[src/pcpc_defs.svh]
// Purpose: Offsets, field positions, reset values and timing for the clock and power block
// Assumes: 8-bit register port, 200 MHz block clock
// Notes: Included by the core module and the testbench
// Function
// - Regenerate 4.096 MHz system clock from locked PLL
// - Core clock is system clock over 2^divider
// - Divider resets to code 010, 1.024 MHz
// - Metering clock is system over five, always
// - Key 0xA7 must precede power control write
// - Key 0xEA unlocks one timekeeping register write
// - Lock loss resets MCU, sets fault flag
// - Software acknowledge clears the lock fault flag
// - Bit 6 stops metering in normal mode
// - Bit 4 stops core in battery mode
// - Receive edge wake-up from sleep sets flag
// - Bit 6 reports supply source, resets to 1
// - Bit 5 reports main supply acceptable
// - Receive pin function field selects pin use
// - Writing 1 to start bit 7 clears fault
`ifndef PCPC_DEFS_SVH
`define PCPC_DEFS_SVH

// ==========================================================
// Register offsets
`define PCPC_OFF_KEY 8'hC1
`define PCPC_OFF_POWER 8'hC5
`define PCPC_OFF_ADC_START 8'hD8
`define PCPC_OFF_PERIPHERAL_SUPPLY_CONFIG 8'hF4
`define PCPC_OFF_IRQ_STAT 8'hE8
`define PCPC_OFF_IRQ_MASK 8'hE9
`define PCPC_OFF_RTC_LO 8'hA2
`define PCPC_OFF_RTC_HI 8'hA5

// ==========================================================
// Key values
`define PCPC_KEY_POWER 8'hA7
`define PCPC_KEY_RTC 8'hEA

// ==========================================================
// Field positions
`define PCPC_PW_METER_OFF 6
`define PCPC_PW_CORE_OFF 4
`define PCPC_PW_DIV_HI 2
`define PCPC_PR_WAKE 7
`define PCPC_PR_SRC 6
`define PCPC_PR_OK 5
`define PCPC_PR_FAULT 4
`define PCPC_PR_EXTREF 2
`define PCPC_AS_ACK 7
`define PCPC_IRQ_LOCK 0
`define PCPC_IRQ_WAKE 1
`define PCPC_IRQ_SRC 2

// ==========================================================
// Reset values and masks
`define PCPC_RST_DIV 3'h2
`define PCPC_POWER_MASK 8'h57
`define PCPC_IRQ_BITS 3

// ==========================================================
// Timing: metering clock is system clock over five
`define PCPC_METER_DIV 5

`endif

[src/pcpc_pkg.sv]
// Purpose: Types shared by the clock and power block
// Assumes: Nothing beyond the defs header
// Notes: Constants live in the defs header
package pcpc_pkg;

    // ======================================================
    // Operating modes, driven by the power sequencer
    typedef enum logic [1:0] {
        PCPC_MODE_NORMAL = 2'b00,
        PCPC_MODE_BATTERY = 2'b01,
        PCPC_MODE_SLEEP = 2'b10
    } pcpc_mode_t;

    // ======================================================
    // Receive pin function
    typedef enum logic [1:0] {
        PCPC_RX_GPIO = 2'b00,
        PCPC_RX_NOWAKE = 2'b01,
        PCPC_RX_RSVD = 2'b10,
        PCPC_RX_WAKE = 2'b11
    } pcpc_rx_t;

    // ======================================================
    // Regenerated clocks
    typedef struct packed {
        logic sys;
        logic core;
        logic meter;
    } pcpc_clk_t;

    // ======================================================
    // Power control outputs
    typedef struct packed {
        logic meter_off;
        logic core_shutdown;
        logic ext_ref;
        pcpc_rx_t rx_func;
    } pcpc_ctl_t;

endpackage

[src/pcpc_core.sv]
// Purpose: Clock division, keyed power control, lock fault and supply status
// Assumes: PLL output, lock and supply levels arrive asynchronously
// Notes: Clock outputs are regenerated at 200 MHz; edges jitter by one cycle
//
// Strobed register access is this design's own decision.
`timescale 1ns/10ps
`include "pcpc_defs.svh"

module pcpc_core #(
    parameter int DIV_W = 3
) (
    // Clock and reset
    input wire logic i_clk,
    input wire logic i_rst_n,
    // Register port
    input wire logic [7:0] i_addr,
    input wire logic [7:0] i_wdata,
    input wire logic i_wr,
    input wire logic i_rd,
    output logic [7:0] o_rdata,
    // Analog and pin status
    input wire logic i_pll_clk,
    input wire logic i_pll_locked,
    input wire logic i_rx_pin,
    input wire logic i_supply_main,
    input wire logic i_main_ok,
    // Power sequencer
    input wire pcpc_pkg::pcpc_mode_t i_mode,
    // Outputs
    output pcpc_pkg::pcpc_clk_t o_clk,
    output pcpc_pkg::pcpc_ctl_t o_ctl,
    output logic o_mcu_reset,
    output logic o_wake_req,
    output logic o_rtc_wr,
    output logic o_irq
);

    // ======================================================
    // Helpers
    function automatic logic hit(input logic [7:0] a, input logic [7:0] off);
        hit = (a == off);
    endfunction

    // ======================================================
    // Synchronisers: stage one feeds only stage two
    localparam int NSYNC = 5;
    // Reset to each pin's idle level: locked high, main supply high.
    // A zero here would fake a lock fault and a supply change after reset.
    localparam logic [NSYNC-1:0] SYNC_IDLE = 5'h12;
    logic [NSYNC-1:0] async_in;
    logic [NSYNC-1:0] sync1_q;
    logic [NSYNC-1:0] sync2_q;
    logic [NSYNC-1:0] prev_q;
    assign async_in = {i_supply_main, i_main_ok, i_rx_pin, i_pll_locked, i_pll_clk};

    genvar g;
    generate
        for (g = 0; g < NSYNC; g++) begin : g_sync
            always_ff @(posedge i_clk or negedge i_rst_n) begin
                if (!i_rst_n) begin
                    sync1_q[g] <= SYNC_IDLE[g];
                    sync2_q[g] <= SYNC_IDLE[g];
                    prev_q[g] <= SYNC_IDLE[g];
                end else begin
                    sync1_q[g] <= async_in[g];
                    sync2_q[g] <= sync1_q[g];
                    prev_q[g] <= sync2_q[g];
                end
            end
        end
    endgenerate

    wire pll_clk_s = sync2_q[0];
    wire locked_s = sync2_q[1];
    wire rx_s = sync2_q[2];
    wire ok_s = sync2_q[3];
    wire main_s = sync2_q[4];
    wire half_evt = pll_clk_s ^ prev_q[0];
    wire lock_lost = prev_q[1] & ~locked_s;
    wire rx_edge = rx_s ^ prev_q[2];
    wire src_change = main_s ^ prev_q[4];

    // ======================================================
    // Registers
    logic [7:0] key_q;
    logic pw_unlock_q;
    logic rtc_unlock_q;
    logic [DIV_W-1:0] div_q;
    logic meter_off_q;
    logic core_off_q;
    logic wake_flag_q;
    logic src_q;
    logic fault_q;
    logic extref_q;
    pcpc_pkg::pcpc_rx_t rxf_q;
    logic [`PCPC_IRQ_BITS-1:0] irq_stat_q;
    logic [`PCPC_IRQ_BITS-1:0] irq_mask_q;

    // ======================================================
    // Write decode
    wire wr_key = i_wr & hit(i_addr, `PCPC_OFF_KEY);
    wire wr_pw = i_wr & hit(i_addr, `PCPC_OFF_POWER) & pw_unlock_q;
    wire wr_adc = i_wr & hit(i_addr, `PCPC_OFF_ADC_START);
    wire wr_per = i_wr & hit(i_addr, `PCPC_OFF_PERIPHERAL_SUPPLY_CONFIG);
    wire wr_ist = i_wr & hit(i_addr, `PCPC_OFF_IRQ_STAT);
    wire wr_imk = i_wr & hit(i_addr, `PCPC_OFF_IRQ_MASK);
    wire wr_rtc = i_wr & (i_addr >= `PCPC_OFF_RTC_LO) & (i_addr <= `PCPC_OFF_RTC_HI);
    wire fault_ack = wr_adc & i_wdata[`PCPC_AS_ACK];
    wire wake_clr = wr_per & i_wdata[`PCPC_PR_WAKE];
    wire wake_set = (i_mode == pcpc_pkg::PCPC_MODE_SLEEP) & (rxf_q == pcpc_pkg::PCPC_RX_WAKE)
        & rx_edge;

    // ======================================================
    // Key register: a key write of 0xA7 or 0xEA arms exactly one following write
    always_ff @(posedge i_clk or negedge i_rst_n) begin
        if (!i_rst_n) begin
            key_q <= 8'h00;
            pw_unlock_q <= 1'b0;
            rtc_unlock_q <= 1'b0;
        end else if (wr_key) begin
            key_q <= i_wdata;
            pw_unlock_q <= (i_wdata == `PCPC_KEY_POWER);
            rtc_unlock_q <= (i_wdata == `PCPC_KEY_RTC);
        end else if (i_wr) begin
            pw_unlock_q <= 1'b0;
            rtc_unlock_q <= 1'b0;
        end
    end

    // ======================================================
    // Power control register
    always_ff @(posedge i_clk or negedge i_rst_n) begin
        if (!i_rst_n) begin
            div_q <= DIV_W'(`PCPC_RST_DIV);
            meter_off_q <= 1'b0;
            core_off_q <= 1'b0;
        end else if (wr_pw) begin
            div_q <= i_wdata[`PCPC_PW_DIV_HI:0];
            meter_off_q <= i_wdata[`PCPC_PW_METER_OFF];
            core_off_q <= i_wdata[`PCPC_PW_CORE_OFF];
        end
    end

    // ======================================================
    // Peripheral configuration and status
    always_ff @(posedge i_clk or negedge i_rst_n) begin
        if (!i_rst_n) begin
            wake_flag_q <= 1'b0;
            src_q <= 1'b1;
            fault_q <= 1'b0;
            extref_q <= 1'b0;
            rxf_q <= pcpc_pkg::PCPC_RX_GPIO;
        end else begin
            src_q <= main_s;
            if (wake_set) begin
                wake_flag_q <= 1'b1;
            end else if (wake_clr) begin
                wake_flag_q <= 1'b0;
            end
            // Set wins: an unlocked PLL keeps the flag high
            if (!locked_s) begin
                fault_q <= 1'b1;
            end else if (fault_ack) begin
                fault_q <= 1'b0;
            end
            if (wr_per) begin
                extref_q <= i_wdata[`PCPC_PR_EXTREF];
                rxf_q <= pcpc_pkg::pcpc_rx_t'(i_wdata[1:0]);
            end
        end
    end

    // ======================================================
    // Interrupt status, write one to clear, set wins
    wire [`PCPC_IRQ_BITS-1:0] irq_evt = {src_change, wake_set, lock_lost};
    generate
        for (g = 0; g < `PCPC_IRQ_BITS; g++) begin : g_irq
            always_ff @(posedge i_clk or negedge i_rst_n) begin
                if (!i_rst_n) begin
                    irq_stat_q[g] <= 1'b0;
                end else if (irq_evt[g]) begin
                    irq_stat_q[g] <= 1'b1;
                end else if (wr_ist & i_wdata[g]) begin
                    irq_stat_q[g] <= 1'b0;
                end
            end
        end
    endgenerate

    always_ff @(posedge i_clk or negedge i_rst_n) begin
        if (!i_rst_n) begin
            irq_mask_q <= '0;
        end else if (wr_imk) begin
            irq_mask_q <= i_wdata[`PCPC_IRQ_BITS-1:0];
        end
    end

    // ======================================================
    // Read mux
    wire [7:0] pw_rd = {1'b0, meter_off_q, 1'b0, core_off_q, 1'b0, div_q};
    wire [7:0] per_rd = {wake_flag_q, src_q, ok_s, fault_q, 1'b0, extref_q, rxf_q};
    wire [7:0] rd_mux =
        hit(i_addr, `PCPC_OFF_KEY) ? key_q :
        hit(i_addr, `PCPC_OFF_POWER) ? pw_rd :
        hit(i_addr, `PCPC_OFF_PERIPHERAL_SUPPLY_CONFIG) ? per_rd :
        hit(i_addr, `PCPC_OFF_IRQ_STAT) ? {5'h00, irq_stat_q} :
        hit(i_addr, `PCPC_OFF_IRQ_MASK) ? {5'h00, irq_mask_q} : 8'h00;

    always_ff @(posedge i_clk or negedge i_rst_n) begin
        if (!i_rst_n) begin
            o_rdata <= 8'h00;
        end else begin
            o_rdata <= i_rd ? rd_mux : 8'h00;
        end
    end

    // ======================================================
    // Clock regeneration; counts run in half periods of the PLL clock
    // so that divider code 000 still yields the full system rate
    logic [6:0] core_cnt_q;
    logic [2:0] meter_cnt_q;
    wire [6:0] core_lim = 7'((8'h01 << div_q) - 8'h01);
    wire core_wrap = half_evt & (core_cnt_q >= core_lim);
    wire meter_wrap = half_evt & (meter_cnt_q == 3'(`PCPC_METER_DIV - 1));

    always_ff @(posedge i_clk or negedge i_rst_n) begin
        if (!i_rst_n) begin
            core_cnt_q <= 7'h00;
            meter_cnt_q <= 3'h0;
            o_clk <= '0;
        end else begin
            o_clk.sys <= pll_clk_s & locked_s;
            if (core_wrap) begin
                core_cnt_q <= 7'h00;
                o_clk.core <= ~o_clk.core;
            end else if (half_evt) begin
                core_cnt_q <= core_cnt_q + 7'h01;
            end
            if (meter_wrap) begin
                meter_cnt_q <= 3'h0;
                o_clk.meter <= ~o_clk.meter;
            end else if (half_evt) begin
                meter_cnt_q <= meter_cnt_q + 3'h1;
            end
        end
    end

    // ======================================================
    // Outputs
    always_ff @(posedge i_clk or negedge i_rst_n) begin
        if (!i_rst_n) begin
            o_ctl <= '{1'b0, 1'b0, 1'b0, pcpc_pkg::PCPC_RX_GPIO};
            o_mcu_reset <= 1'b0;
            o_wake_req <= 1'b0;
            o_rtc_wr <= 1'b0;
            o_irq <= 1'b0;
        end else begin
            o_ctl.meter_off <= meter_off_q & (i_mode == pcpc_pkg::PCPC_MODE_NORMAL);
            o_ctl.core_shutdown <= core_off_q & (i_mode == pcpc_pkg::PCPC_MODE_BATTERY);
            o_ctl.ext_ref <= extref_q;
            o_ctl.rx_func <= rxf_q;
            o_mcu_reset <= lock_lost;
            o_wake_req <= wake_set;
            o_rtc_wr <= wr_rtc & rtc_unlock_q;
            o_irq <= |(irq_stat_q & irq_mask_q);
        end
    end

endmodule // pcpc_core

[config.mk]
export PLATFORM = sky130hd
export DESIGN_NAME = pcpc_core
export DESIGN_NICKNAME = d
export VERILOG_FILES = /design/src/pcpc_pkg.sv /design/src/pcpc_core.sv
export VERILOG_INCLUDE_DIRS = /design/src /design/src/src
export SDC_FILE = /design/constraint.sdc
export NUM_CORES = 1
export LEC_CHECK = 0
export ABC_CLOCK_PERIOD_IN_PS = 2700
export BUFFER_PORTS_ARGS = -buffer_cell sky130_fd_sc_hd__buf_4
export CAP_MARGIN = 20
export CELL_PAD_IN_SITES_DETAIL_PLACEMENT = 0
export CELL_PAD_IN_SITES_GLOBAL_PLACEMENT = 1
export CORE_ASPECT_RATIO = 0.8
export CORE_MARGIN = 2
export CORE_UTILIZATION = 41
export CTS_CLUSTER_SIZE = 12
export DETAILED_ROUTE_END_ITERATION = 12
export GPL_ROUTABILITY_DRIVEN = 0
export HOLD_SLACK_MARGIN = 0.1
export PLACE_DENSITY_LB_ADDON = 0.05
export SLEW_MARGIN = 20
export SYNTH_ARGS = -nofsm -noshare
export SYNTH_HDL_FRONTEND = slang
export SYNTH_SLANG_ARGS = --single-unit
[constraint.sdc]
create_clock -name i_clk -period 2.7 [get_ports i_clk]
set_clock_uncertainty 0.15 [all_clocks]
set_input_delay 0.27 -clock i_clk [delete_from_list [all_inputs] [get_ports i_clk]]
set_output_delay 0.27 -clock i_clk [all_outputs]
set_load 0.05 [all_outputs]
# Word-level counts from Yosys, hierarchy flattened
# Index checks and enable logic that the tools add are counted.
# W data, S select, Z words.
[totals]
word_cells = 124
ff_bits = 70
[op_classes]
add_sub_neg = 3
muxes = 23
n_bitwise = 30
eq_ne = 13
reduce_logical = 9
shifts = 1
magnitude_cmp = 3
[op_table]
columns = ["op", "n"]
rows = [
  ["$eq A8 B8 Y1 const B", 8],
  ["$mux W8", 4],
  ["$and A1 B1 Y1", 23],
  ["$mux W7", 2],
  ["$reduce_bool A2 Y1", 7],
  ["$mux W1", 13],
  ["$mux W3", 4],
  ["$ge A8 B8 Y1 const B", 1],
  ["$le A8 B8 Y1 const B", 1],
  ["$add A7 B1 Y7 const B", 1],
  ["$ge A7 B7 Y1", 1],
  ["$shl A1 B3 Y7 const A", 1],
  ["$sub A7 B1 Y7 const B", 1],
  ["$eq A2 B2 Y1 const B", 2],
  ["$add A3 B1 Y3 const B", 1],
  ["$and A3 B3 Y3", 1],
  ["$eq A3 B3 Y1 const B", 1],
  ["$not A1 Y1", 3],
  ["$reduce_or A3 Y1", 1],
  ["$xor A1 B1 Y1", 3],
  ["$eq A2 B1 Y1 const B", 1],
  ["$logic_not A2 Y1", 1],
  ["$ne A2 B1 Y1 const B", 1],
]

# Logic depth before layout (Yosys ltp)
[logic_depth]
ltp_word = 7
depth_mapped = 8
mapped_depth_nobuf = 7

# Least setup slack after synthesis
# OpenSTA, ideal clock, no wires.
[synth_path]
path_kind = "reg2reg"
startpoint = "register div_q[2]"
endpoint = "register o_clk[1] (netlist name)"
slack_ns = 0.688
setup_ns = 0.140
path_stages_with_launch = 8
arrival_time_ns = 1.722
path_buffers = 0
path_cell_list = "dfrtp_1 or3_1 ha_1 nor2b_1 o21ai_0 nand3_1 a31o_2 xnor2_1"
[synth_via]
elab_chain_cells = 4
[synth_lines]
columns = ["element", "line_no", "source"]
rows = [
  ["start, declared", "pcpc_core.sv:88", "logic [DIV_W-1:0] div_q;"],
  ["start signal, assigned", "pcpc_core.sv:134", "div_q <= DIV_W'(`PCPC_RST_DIV);"],
  ["start signal, assigned", "pcpc_core.sv:138", "div_q <= i_wdata[`PCPC_PW_DIV_HI:0];"],
  ["$shl A1 B3 Y7", "pcpc_core.sv:222", "wire [6:0] core_lim = 7'((8'h01 << div_q) - 8'h01);"],
  ["$sub A7 B1 Y7", "pcpc_core.sv:222", ""],
  ["$ge A7 B7 Y1", "pcpc_core.sv:223", "wire core_wrap = half_evt & (core_cnt_q >= core_lim);"],
  ["$and A1 B1 Y1", "pcpc_core.sv:223", ""],
  ["end, declared", "pcpc_core.sv:30", "output pcpc_pkg::pcpc_clk_t o_clk,"],
]
# Every way passes these cells.
# A chain may end at the register's enable or synchronous reset.

# Worst setup path in the final report
[layout_path]
startpoint = "input port i_wr"
endpoint = "register o_rtc_wr"
[layout_via]
elab_chain_cells = 3
[layout_lines]
columns = ["element", "line_no", "source"]
rows = [
  ["start, declared", "pcpc_core.sv:18", "input wire logic i_wr,"],
  ["$and A1 B1 Y1 (2 in series)", "pcpc_core.sv:107", "wire wr_rtc = i_wr & (i_addr >= `PCPC_OFF_RTC_LO) & (i_addr <= `PCPC_OFF_RTC_HI);"],
  ["$and A1 B1 Y1", "pcpc_core.sv:264", "o_rtc_wr <= wr_rtc & rtc_unlock_q;"],
  ["end signal, assigned", "pcpc_core.sv:264", ""],
  ["end, declared", "pcpc_core.sv:34", "output logic o_rtc_wr,"],
]
# Every way passes these cells.

==> results by group <==
Detailed routing
  – DR vias/cell: roughly 5.1
  – Detail Route Antenna Nets: 0
  – Met3 wire length: approximately 330 µm
  – Drt wl/cell: 15.9 µm
  – Max Used Layer: met4
  – DRC: 0
  – Detailed Routing Iterations Pass 1: 4
  – WL met1: 3510 µm
  – Vias: about 2200
  – Initial DRC count: ~130
  – WL final: ~6800 µm
  – Metal2 WL: 2930 µm

Finish
  – Area delta synth->final: 26.3%
  – Ratio of cells with drive above 1 in the final layout: 28.8%
  – Fill count: around 660
  – Ant. Diodes: 0
  – Final nets: between 300 and 400

Timing
  – Final hold vios: 0
  – Peak Freq: 431 MHz
  – Slew Limit Fails: 0
  – RSZ-0062 raised after global routing: no
  – Slew @ Worst Pin: roughly 900 ps
  – Period utilisation layout: about 86%
  – Total Neg Setup Slack: 0 ps
  – Period minus WS final: between 2000 and 2500 ps
  – # setup viols final: 0
  – Setup ws final: about 380 ps
  – Slew headroom: about 41%

Clock tree
  – Clock transition at path regs: approximately 70 ps
  – CTS buffer count: 9
  – Worst skew pair latency: between 300 and 400 ps
  – TritonCTS clock tree: built
  – Root buf cell: clkbuf_8
  – Htree depth: 3
  – # clock sinks: 70
  – Clock Path Buffers: 2

Logic synthesis
  – Unique masters post-synth: 48
  – Top post-synthesis cells by count: dfrtp_1, nand2_1, o21ai_0
  – Post-Synthesis Cells: 260
  – #FFs+latches synth: 70
  – Compound-Gate Fraction of Synth Area: 9.66%
  – Ys flop type: dfrtp_1
  – Ys async rst share: between 90% and 100%
  – Number of enable flip-flop cells after synthesis: 0
  – Post-synth top area share: 50.9%
  – Yosys warning count: 0
  – Synth area leaders: dfrtp_1, dfstp_2, ha_1, mux2_2, mux2_4
  – Post-Synth Adder-Cell Area: 4.04%
  – Post-Synth XOR/XNOR Area: between 2 and 3%
  – Most frequent cell after synthesis: dfrtp_1
  – Most area-hungry cell type in the Yosys netlist: dfrtp_1
  – Mux cell area share after synthesis: around 8.4%
  – Syn Nets: just under 300
  – Largest family of logic cells by synthesized area: simple AND/OR/NAND/NOR gates
  – Synth Area in Simple Gates: 15.3%
  – Syn_area_per_cell: roughly 12 µm²
  – Post-synthesis sequential area ratio: about 57%
  – Mapped Area: around 3100 µm²

Die
  – Initial Util: roughly 42%
  – Row count: 28
  – Die Y: around 82 µm
  – Die footprint: ~8300 µm²
  – Die width: about 100 µm
  – IO Count: 47
  – Core Region: ~7400 µm²

Power
  – Leakage power total: approximately 1.8 nW
  – Max VDD drop: between 0.0003 and 0.0004 V
  – Final Power: roughly 0.0025 W
  – PD cells: roughly 650 nW/µm²

Setup path
  – Crit-path most repeated cell: dlygate4sd3_1
  – Worst Setup End Kind: flip-flop
  – Kind of critical path: in -> reg
  – CP max-delay cell: dlygate4sd3_1
  – Crit path buf inv count: 4
  – CP delay by family, top: buffers and inverters
  – Worst Path Required: roughly 2800 ps
  – Slowest Stage Delay on Critical Path: 590 ps
  – CP arrival: approximately 2500 ps
  – CP Cell Sequence: dlygate4sd3_1, buf_4, nand3_1, dlygate4sd3_1, nor4_1, dlygate4sd3_1
  – Startpoint Class: primary input
  – CP max FO: 9

GRT
  – Global route total overflow: 0
  – First-pass GRT wire length: roughly 11000 µm
  – GRT Overall Usage: a little under a fifth
  – Largest net degree at the start of global routing: just over 70
  – Initial antenna violation count: 0
  – Vias in the first global route: about 2200

Placed design
  – IO Port Bufs: 46
  – DPL Wire Length: between 4000 and 5000 µm
  – Dpl ws: roughly 570 ps

Run
  – Max-cap violation count: 0

Min path
  – Worst hold path class: in -> reg

Status
  – Run status: completed
metrics by stage:
step	hold WS [ps]	instances	utilization, %	instance area [µm²]
global placement	183	392	47.8	3510
finish	170	430	53.1	3910
floorplan	-176	260	-	3100
detailed placement	193	392	47.8	3510
CTS	152	430	53.1	3910
global route	175	430	53.1	3910
repair_timing:
| item | CTS | global route |
|---|---|---|
| resized for setup | 0 | 0 |
| hold buffers | 22 | 0 |
| buffers inserted | 0 | 0 |
| hold endpoints to repair | 100 | 0 |
layout by cell type, fill, tap and decap left out, types with 5 or more instances in the layout:
cell type	netlist	final
dfrtp_1	63	63
buf_4	0	49
nand2_1	26	26
dlygate4sd3_1	0	22
o21ai_0	19	19
nand3_1	12	12
mux2_2	11	11
nor2_1	11	11
a21oi_1	11	11
inv_1	10	10
ha_1	10	10
clkbuf_8	0	10
mux2_4	7	7
dfstp_2	7	7
xnor2_1	5	5
a21o_1	5	5
cell families (layout without fill, tap and decap cells):
| logic type | after synthesis | count (layout) |
|---|---|---|
| adder cells (fa/ha/maj) | 10 | 10 |
| flip-flops | 70 | 70 |
| AND/OR/NAND/NOR | 84 | 84 |
| AO/OA/AOI/OAI | 49 | 49 |
| multiplexers | 21 | 21 |
| XOR/XNOR | 9 | 9 |
| buffers and inverters | 17 | 97 |
tightest hold or removal path: cells and delay by family:
kind | cells | cell delay, ps
buffers and inverters | 1 | 140
AOI/OAI and AO/OA | 2 | 220
flip-flops by register name, summed over array words and instances, names as in the netlist, 2 cells and up:
register	flops
o_ctl	5
div_q	3
sync1_q	5
o_rdata	8
prev_q	3
core_cnt_q	7
irq_mask_q	3
meter_cnt_q	3
rxf_q	2
key_q	8
o_clk	3
irq_stat_q	3
cell type report:
cell class	instances	area [µm²]	area share (%)
clock buffer	11	141	3.62
tap	90	113	2.88
sequential	70	1760	45.0
multi-input combinational	173	1230	31.6
timing repair buffer	71	588	15.0
clock inverter	5	35.0	0.896
inverter	10	37.5	0.960
power breakdown:
| part | internal [W] | total, W | switching (W) |
|---|---|---|---|
| combinational | 0.000243 | 0.000545 | 0.000302 |
| clock | 0.000358 | 0.000754 | 0.000396 |
| sequential | 0.00115 | 0.00125 | 0.0000934 |
final timing paths:
| check | start | to | slack (ps) | depth (start not counted) |
|---|---|---|---|---|
| min | i_addr[5] | o_rdata[0] | 170 | 3 |
| min in group asynchronous | i_rst_n | core_cnt_q[3] | 450 | 2 |
| min reg2reg | sync1_q[4] | main_s | 210 | 0 |
| max | i_wr | o_rtc_wr | 380 | 6 |
| max reg2reg | div_q[1] | core_cnt_q[6] | 560 | 6 |
| max in group asynchronous | i_rst_n | o_ctl[0] | 1390 | 2 |
routing by layer:
| layer | GRT usage [%] | vias up |
|---|---|---|
| li1 | - | 1071 |
| met1 | 27.6 | 1063 |
| met2 | 24.3 | 51 |
| met3 | 6.30 | 8 |
| met4 | 4.73 | 0 |
| met5 | 0 | - |
(Power assumes the default switching activity.)
